==> src/core/decu_pkg.sv <==
package decu_pkg;
  // register indices on the model-specific register access path
  localparam logic [1:0] DECU_IDX_SEL0 = 2'h0;
  localparam logic [1:0] DECU_IDX_SEL1 = 2'h1;
  localparam logic [1:0] DECU_IDX_CNT0 = 2'h2;
  localparam logic [1:0] DECU_IDX_CNT1 = 2'h3;
  // control field positions
  localparam int DECU_EVT_LSB = 0;
  localparam int DECU_UMASK_LSB = 8;
  localparam int DECU_USR_BIT = 16;
  localparam int DECU_KRN_BIT = 17;
  localparam int DECU_EDGE_BIT = 18;
  localparam int DECU_PIN_BIT = 19;
  localparam int DECU_INT_BIT = 20;
  localparam int DECU_EN_BIT = 22;
  localparam int DECU_INV_BIT = 23;
  localparam int DECU_THR_LSB = 24;
  localparam int DECU_SIGN_BIT = 31;
  // sizes and reset values
  localparam int DECU_CNT_W = 40;
  localparam int DECU_EVN_W = 4;
  localparam logic [31:0] DECU_SEL_RESET = 32'h0000_0000;
  localparam logic [1:0] DECU_CPL_KERNEL = 2'h0;
  // control register view
  typedef struct packed {
    logic [7:0] thresh;
    logic invert;
    logic global_en;
    logic rsvd;
    logic int_en;
    logic pin_sel;
    logic edge_det;
    logic krn;
    logic user_level_qualifier;
    logic [7:0] umask;
    logic [7:0] evt;
  } decu_sel_s;
  // register access request
  typedef struct packed {
    logic rd;
    logic wr;
    logic [1:0] idx;
    logic [31:0] wdata;
  } decu_req_s;
endpackage

==> src/core/decu_lane.sv <==
`timescale 1ns/10ps
// one counting lane: qualification, edge, threshold, increment amount
module decu_lane
  import decu_pkg::*;
#(
  parameter int EVN_W = DECU_EVN_W
) (
  // clock and reset
  input wire logic i_clock,
  input wire logic i_resetn,
  // control
  input wire decu_sel_s i_sel,
  input wire logic i_run,
  input wire logic [1:0] i_cpl,
  // events this cycle for the selected code
  input wire logic [EVN_W-1:0] i_evt_num,
  // outputs
  output logic [EVN_W-1:0] o_add
);
  initial begin
    if (EVN_W < 1 || EVN_W > 8) $error("decu_lane: EVN_W out of range");
  end

  logic prev_cond;
  logic next_prev_cond;
  logic priv_ok;
  logic ge;
  logic cond;

  // privilege qualification and threshold compare
  always_comb begin
    priv_ok = (i_cpl == DECU_CPL_KERNEL) ? i_sel.krn
                                         : i_sel.user_level_qualifier;
    // widen the event count to the threshold field on purpose
    ge = (8'(i_evt_num) >= i_sel.thresh);
    cond = priv_ok && i_run && ((i_sel.thresh != 8'h00)
           ? (ge ^ i_sel.invert)
           : (i_evt_num != '0));
    next_prev_cond = cond;
    if (i_sel.edge_det) begin
      // rising edge only; back-to-back assertions merge into one
      o_add = (cond && !prev_cond) ? EVN_W'(1) : '0;
    end else if (!cond) begin
      o_add = '0;
    end else if (i_sel.thresh != 8'h00) begin
      o_add = EVN_W'(1);
    end else begin
      o_add = i_evt_num;
    end
  end

  // previous condition for edge detect
  always_ff @(posedge i_clock) begin
    if (!i_resetn) begin
      prev_cond <= 1'b0;
    end else begin
      prev_cond <= next_prev_cond;
    end
  end
endmodule

==> src/core/decu_top.sv <==
`timescale 1ns/10ps
// Function
// - low eight control bits select the event code
// - bits 8..15 form the unit mask qualifying the event
// - user qualifier bit 16 counts at privilege levels 1 to 3
// - kernel qualifier bit 17 counts at privilege level 0
// - edge bit 18 counts only rising transitions of the condition
// - pin bit 19: pulse on every increment, else only on overflow
// - a monitor pin stays high one bus clock for each cycle with an increment or overflow
// - interrupt bit 20 requests interrupt on counter overflow
// - global enable bit 22 in first control runs both counters
// - invert bit 23 inverts the threshold comparison
// - nonzero threshold adds one when events reach the threshold
// - zero threshold adds the number of events each cycle
// - user counter reads need the read-enable flag or level 0
// - counter writes keep low 32 bits and sign-extend bit 31
// - register path reads and writes only at privilege level 0
// - counting starts right after the write setting global enable
// - clearing enable or both controls stops; clearing second stops it
// - two independent 40-bit counters
// - duration selections add one per clock while condition holds
module decu_top
  import decu_pkg::*;
#(
  parameter int CNT_W = DECU_CNT_W,
  parameter int EVN_W = DECU_EVN_W
) (
  // clock and reset
  input wire logic i_clock,
  input wire logic i_resetn,
  // model register access path
  input wire decu_req_s i_req,
  input wire logic [1:0] i_cpl,
  output logic [31:0] o_rdata,
  output logic [CNT_W-1:0] o_rdata_wide,
  output logic o_rvalid,
  output logic o_fault,
  // user counter read instruction
  input wire logic i_ucnt_rd,
  input wire logic i_ucnt_sel,
  input wire logic i_user_count_read_enable,
  output logic [CNT_W-1:0] o_ucnt_data,
  output logic o_ucnt_valid,
  output logic o_ucnt_fault,
  // event sources: count per lane, chosen outside by event code
  input wire logic [2*EVN_W-1:0] i_evt_num,
  output logic [7:0] o_evt_code_0,
  output logic [7:0] o_evt_code_1,
  output logic [7:0] o_umask_0,
  output logic [7:0] o_umask_1,
  // monitor pins and interrupt request
  output logic [1:0] o_monitor_pins,
  output logic o_irq
);
  initial begin
    if (CNT_W != DECU_CNT_W) $error("decu_top: counter must be 40 bits");
    if (EVN_W < 1 || EVN_W > 8) $error("decu_top: EVN_W out of range");
  end

  // ------------------------------------------------------------
  // register state
  // ------------------------------------------------------------
  decu_sel_s sel [2];
  decu_sel_s next_sel [2];
  logic [CNT_W-1:0] cnt [2];
  logic [CNT_W-1:0] next_cnt [2];
  logic [1:0] ovf;
  logic [1:0] next_ovf;
  logic [1:0] incr;
  logic [1:0] next_incr;
  logic [EVN_W-1:0] add [2];
  logic [1:0] run;
  logic priv0;

  // sign-extend a written word to counter width
  function automatic logic [CNT_W-1:0] sext(input logic [31:0] w);
    sext = {{(CNT_W-32){w[DECU_SIGN_BIT]}}, w};
  endfunction

  // a write to this index from level 0 in this cycle
  function automatic logic wr_hit(input decu_req_s r, input logic p,
                                  input logic [1:0] idx);
    wr_hit = r.wr && p && (r.idx == idx);
  endfunction

  assign priv0 = (i_cpl == DECU_CPL_KERNEL);

  // global enable lives only in the first control register
  always_comb begin
    run[0] = sel[0].global_en && (sel[0] != '0);
    run[1] = sel[0].global_en && (sel[1] != '0);
  end

  // ------------------------------------------------------------
  // counting lanes
  // ------------------------------------------------------------
  genvar g;
  generate
    for (g = 0; g < 2; g++) begin : g_lane
      decu_lane #(.EVN_W(EVN_W)) u_lane (
        .i_clock(i_clock),
        .i_resetn(i_resetn),
        .i_sel(sel[g]),
        .i_run(run[g]),
        .i_cpl(i_cpl),
        .i_evt_num(i_evt_num[g*EVN_W +: EVN_W]),
        .o_add(add[g])
      );
    end
  endgenerate

  // next counter, control and event flags
  always_comb begin
    logic [CNT_W:0] sum;
    sum = '0;
    for (int i = 0; i < 2; i++) begin
      next_sel[i] = sel[i];
      next_cnt[i] = cnt[i];
      next_ovf[i] = 1'b0;
      next_incr[i] = 1'b0;
      // count then wrap; software write wins over the count
      sum = {1'b0, cnt[i]} + (CNT_W+1)'(add[i]);
      if (add[i] != '0) begin
        next_cnt[i] = sum[CNT_W-1:0];
        next_ovf[i] = sum[CNT_W];
        next_incr[i] = 1'b1;
      end
      if (wr_hit(i_req, priv0, i == 0 ? DECU_IDX_SEL0 : DECU_IDX_SEL1)) begin
        // new setup takes effect from the next cycle on
        next_sel[i] = decu_sel_s'(i_req.wdata);
        if (i == 1) begin
          next_sel[i].global_en = 1'b0;
        end
      end
      if (wr_hit(i_req, priv0, i == 0 ? DECU_IDX_CNT0 : DECU_IDX_CNT1)) begin
        next_cnt[i] = sext(i_req.wdata);
      end
    end
  end

  // pin pulses and interrupt request from one-cycle flags
  logic [1:0] next_pins;
  logic next_irq;
  always_comb begin
    for (int i = 0; i < 2; i++) begin
      next_pins[i] = sel[i].pin_sel ? incr[i] : ovf[i];
    end
    next_irq = (ovf[0] && sel[0].int_en) ||
               (ovf[1] && sel[1].int_en);
  end

  // ------------------------------------------------------------
  // read paths
  // ------------------------------------------------------------
  logic [31:0] next_rdata;
  logic [CNT_W-1:0] next_rdata_wide;
  logic next_rvalid;
  logic next_fault;
  logic [CNT_W-1:0] next_ucnt;
  logic next_uvalid;
  logic next_ufault;
  always_comb begin
    next_rdata = 32'h0000_0000;
    next_rdata_wide = '0;
    next_rvalid = 1'b0;
    next_fault = (i_req.rd || i_req.wr) && !priv0;
    if (i_req.rd && priv0) begin
      next_rvalid = 1'b1;
      case (i_req.idx)
        DECU_IDX_SEL0: next_rdata = sel[0];
        DECU_IDX_SEL1: next_rdata = sel[1];
        DECU_IDX_CNT0: next_rdata_wide = cnt[0];
        DECU_IDX_CNT1: next_rdata_wide = cnt[1];
        default: next_rdata = 32'h0000_0000;
      endcase
      next_rdata = (i_req.idx[1]) ? next_rdata_wide[31:0] : next_rdata;
    end
    // user read allowed from any level while enabled
    next_ucnt = '0;
    next_uvalid = 1'b0;
    next_ufault = 1'b0;
    if (i_ucnt_rd) begin
      if (priv0 || i_user_count_read_enable) begin
        next_uvalid = 1'b1;
        next_ucnt = cnt[i_ucnt_sel];
      end else begin
        next_ufault = 1'b1;
      end
    end
  end

  // ------------------------------------------------------------
  // registers
  // ------------------------------------------------------------
  always_ff @(posedge i_clock) begin
    if (!i_resetn) begin
      sel[0] <= decu_sel_s'(DECU_SEL_RESET);
      sel[1] <= decu_sel_s'(DECU_SEL_RESET);
      cnt[0] <= '0;
      cnt[1] <= '0;
      ovf <= 2'h0;
      incr <= 2'h0;
      o_monitor_pins <= 2'h0;
      o_irq <= 1'b0;
      o_rdata <= 32'h0000_0000;
      o_rdata_wide <= '0;
      o_rvalid <= 1'b0;
      o_fault <= 1'b0;
      o_ucnt_data <= '0;
      o_ucnt_valid <= 1'b0;
      o_ucnt_fault <= 1'b0;
      o_evt_code_0 <= 8'h00;
      o_evt_code_1 <= 8'h00;
      o_umask_0 <= 8'h00;
      o_umask_1 <= 8'h00;
    end else begin
      sel[0] <= next_sel[0];
      sel[1] <= next_sel[1];
      cnt[0] <= next_cnt[0];
      cnt[1] <= next_cnt[1];
      ovf <= next_ovf;
      incr <= next_incr;
      o_monitor_pins <= next_pins;
      o_irq <= next_irq;
      o_rdata <= next_rdata;
      o_rdata_wide <= next_rdata_wide;
      o_rvalid <= next_rvalid;
      o_fault <= next_fault;
      o_ucnt_data <= next_ucnt;
      o_ucnt_valid <= next_uvalid;
      o_ucnt_fault <= next_ufault;
      o_evt_code_0 <= next_sel[0].evt;
      o_evt_code_1 <= next_sel[1].evt;
      o_umask_0 <= next_sel[0].umask;
      o_umask_1 <= next_sel[1].umask;
    end
  end
endmodule
==> config.mk <==
export PLATFORM = sky130hd
export DESIGN_NAME = decu_top
export DESIGN_NICKNAME = d
export VERILOG_FILES = /design/src/core/decu_pkg.sv /design/src/core/decu_lane.sv /design/src/core/decu_top.sv
export SDC_FILE = /design/constraint.sdc
export NUM_CORES = 1
export LEC_CHECK = 0
export BUFFER_PORTS_ARGS = -buffer_cell sky130_fd_sc_hd__buf_2
export CAP_MARGIN = 20
export CORE_MARGIN = 2
export CORE_UTILIZATION = 50
export CTS_CLUSTER_DIAMETER = 150
export DETAILED_ROUTE_END_ITERATION = 8
export PLACE_DENSITY = 0.72
export SLEW_MARGIN = 20
export SYNTH_ARGS = -nofsm -noshare
export SYNTH_HDL_FRONTEND = slang
export SYNTH_SLANG_ARGS = --single-unit
==> constraint.sdc <==
create_clock -name i_clock -period 5 [get_ports i_clock]
set_input_delay 0.5 -clock i_clock [delete_from_list [all_inputs] [get_ports i_clock]]
set_output_delay 0.5 -clock i_clock [all_outputs]
set_load 0.05 [all_outputs]
==> flow_summary_export.csv <==
group,metric,value,unit
power,power_density,341,mW/mm^2
cts,hold_buffers,0,
worst_setup_path,worstPathRequired,5.47,ns
worst_setup_path,rr_endpoint,"cnt[1][34]",
worst_setup_path,rr_startpoint,"sel[0][56]",
min_path,min_to,"o_ucnt_fault",
final_layout,area_delta_synth_final,16.9,%
power,p_total,4.71,mW
timing,finalSetupViolCount,0,
global_route,grt_max_degree,68,
global_route,grt_pass1_wl,53500,um
cts,postCtsResizedCells,0,
timing,rsz0062_at_grt,"no",
status,status,"completed",
drt,vias,10500,
timing,fin_crit,4.36,ns
final_layout,drive_above_1_share,18.7,%
synth,ys_seq_area_share,45.5,%
placed_design,hpwl,24800,um
worst_setup_path,crit_fanout,7,
timing,layout_setup_ws,0.643,ns
final_layout,final_cell_mix,"268 x dfxtp_1, 200 x buf_2, 186 x nand2_1, 116 x nor2_1, 112 x a21oi_1",
global_route,track_usage,27.6,%
synth,synth_edf_count,0,
timing,relSlewSlack,31.7,%
cts,cts.root.buffer_cell,"clkbuf_16",
job,max-cap-violations,0,
placed_design,place_ws,0.444,ns
placed_design,place_congestion,0.947,
worst_setup_path,ff2ff_path_depth,17,
power,internal_power,3.60,mW
timing,tightest_slew,1.02,ns
cts,clock-sinks,268,
cts,clock_latency,0.55,ns
cts,clock_path_buffers,3,
timing,fmaxAchievable,229,MHz
cts,clk_pin_slew,0.06,ns
min_path,min_path_cells,2,
floorplanning,rows,56,
drt,routedWlPerCell,19.1,um
floorplanning,start_util,50.6,%
final_layout,num_antenna_cells,0,
synth,ys.flop_type,"dfxtp_1",
synth,syn_nets,1445,
power,clkPwrFrac,47.6,%
worst_setup_path,start_kind,"flop",
worst_setup_path,r2r_setup_slack,0.64,ns
floorplanning,dieArea,0.0249,mm^2
power,switching_power,1.11,mW
timing,final_max_slew_viol_count,0,
global_route,antenna_found_initial,0,
synth,syn_area_per_cell,8.58,um^2
drt,drc,0,
synth,ys_types,62,
global_route,first_global_vias,9492,
worst_setup_path,end_kind,"flop",
floorplanning,pin_count,202,
placed_design,place_area,0.0128,mm^2
placed_design,portBuffers,201,
timing,fin_tns_setup,0,ns
power,pwr-share-comb,6.0,%
cts,post_cts_buffers,0,
drt,first_pass_iters,5,
global_route,overflow,0,
drt,drt_iter0_markers,1099,
floorplanning,die_height,158,um
power,p_leak,5.38,nW
final_layout,fin_nets,1572,
drt,via_per_inst,5.70,
timing,skew,0.0183,ns
min_path,hold_path.class,"primary input to flop",
synth,async_flop_share,0,%
power,swShare,23.5,%
floorplanning,chipWidth,158,um
worst_setup_path,critPathKind,"flop to flop",
floorplanning,core-area,0.0233,mm^2
timing,final-hold-violation-count,0,
final_layout,layout_commonest_cell,"dfxtp_1",
cts,numCtsBuffers,28,
synth,synth.cell_area,0.0118,mm^2
power,vdd_drop_max,0.220,mV
synth,synth_seq_cells,268,
final_layout,finalInstanceArea,0.0138,mm^2
drt,routed_wl,35200,um
min_path,hp-start,"i_user_count_read_enable",
worst_setup_path,worstPathArrival,4.83,ns
timing,period_share,87.1,%
cts,cts_tree,"yes",
drt,ant_nets,0,
synth,synth.yosys.warnings,0,
power,seq_power_share,46.5,%
cts,cts.htree.levels,1,
synth,synthCells,1376,
layout make-up:
class | count | area, um^2
Sequential cell | 268 | 5370
Timing Repair Buffer | 221 | 1160
Clock buffer | 39 | 823
Tap cell | 319 | 399
Fill cell | 2064 | 9540
Inverter | 26 | 97.6
Clock inverter | 13 | 175
Multi-Input combinational cell | 958 | 5780
layer usage:
metal  share of wire (%)  routed length [um]  track usage [%]  vias up
met2                  44               15600             42.1      451
met1                  45               15700             40.3     4966
met3                 9.0                3170             4.71       52
li1                    -                   -                -     5036
met4                 1.8                 647             7.01        0
met5                   0                   0                0        -
power by group through the flow:
stage	clock (mW)	sequential, mW	combinational, mW
floorplan	0	2.25	0.159
global placement	0	2.23	0.271
detailed placement	0	2.23	0.273
CTS	2.26	2.19	0.275
global route	2.34	2.19	0.300
finish	2.24	2.19	0.280
worst max-delay path by stage:
| stage | startpoint | endpoint | slack (ns) | cells past startpoint |
|---|---|---|---|---|
| final | sel[0][56] | cnt[1][34] | 0.64 | 17 |
| after CTS | sel[0][56] | cnt[1][34] | 0.69 | 17 |
| after detailed placement | i_evt_num[4] | cnt[1][34] | 0.44 | 19 |
| after global placement | i_evt_num[0] | cnt[0][36] | 0.54 | 16 |
| after global routing | sel[0][56] | cnt[1][34] | 0.26 | 17 |
| after floorplan | i_evt_num[0] | cnt[0][14] | 0.74 | 18 |
synth_stat cells, types with 32 or more instances:
library cell | instances | area share [%]
a211oi_1 | 67 | 4.3
a21oi_1 | 112 | 4.7
buf_4 | 32 | 2.0
clkbuf_1 | 85 | 2.7
dfxtp_1 | 268 | 45
mux2i_1 | 84 | 7.1
nand2_1 | 186 | 5.9
nand3_1 | 33 | 1.4
nor2_1 | 117 | 3.7
nor2b_1 | 32 | 1.7
o21ai_0 | 73 | 3.1
xnor2_1 | 43 | 3.2
logic make-up (layout without fill, tap and decap cells):
group | Yosys count | after routing | synth area share [%]
AND/OR/NAND/NOR | 500 | 500 | 20.2
AO/OA/AOI/OAI | 295 | 295 | 14.8
flip-flops | 268 | 268 | 45.5
buffers and inverters | 150 | 299 | 5.82
multiplexers | 85 | 85 | 7.22
XOR/XNOR | 60 | 60 | 4.45
adder cells (fa/ha/maj) | 18 | 18 | 2.04
sequential cells by signal, indices dropped and copies added (netlist names), 2 cells and up:
| signal | flops |
|---|---|
| cnt | 80 |
| o_rdata_wide | 40 |
| o_ucnt_data | 40 |
| sel | 34 |
| o_rdata | 32 |
| o_umask_1 | 8 |
| o_evt_code_0 | 7 |
| o_evt_code_1 | 7 |
| o_umask_0 | 7 |
| g_lane.u_lane.prev_cond | 2 |
| incr | 2 |
| o_monitor_pins | 2 |
| ovf | 2 |
metrics by stage:
| stage | hold WS, ns | util (%) | std cells |
|---|---|---|---|
| after floorplan | 0.432 | - | 1376 |
| after global placement | 0.441 | 54.9 | 1792 |
| after detailed placement | 0.452 | 54.9 | 1792 |
| after CTS | 0.165 | 59.1 | 1844 |
| after global routing | 0.174 | 59.1 | 1844 |
| final | 0.175 | 59.1 | 1844 |
worst max-delay path: stages (launching register included):
cell and delay, ns:
dfxtp_1 0.39, ha_1 0.25, nand2b_1 0.13, a2111oi_0 0.62, nor3_1 0.19, o21ai_2 0.19
nand3_1 0.09, buf_4 0.20, a21oi_1 0.12, ha_1 0.18, inv_1 0.06, fa_1 0.40
nor2b_1 0.14, o31a_1 0.25, and2_1 0.21, nand4_1 0.27, or3_1 0.41, a31oi_1 0.17
No activity file was read; power rests on OpenSTA's default activity.
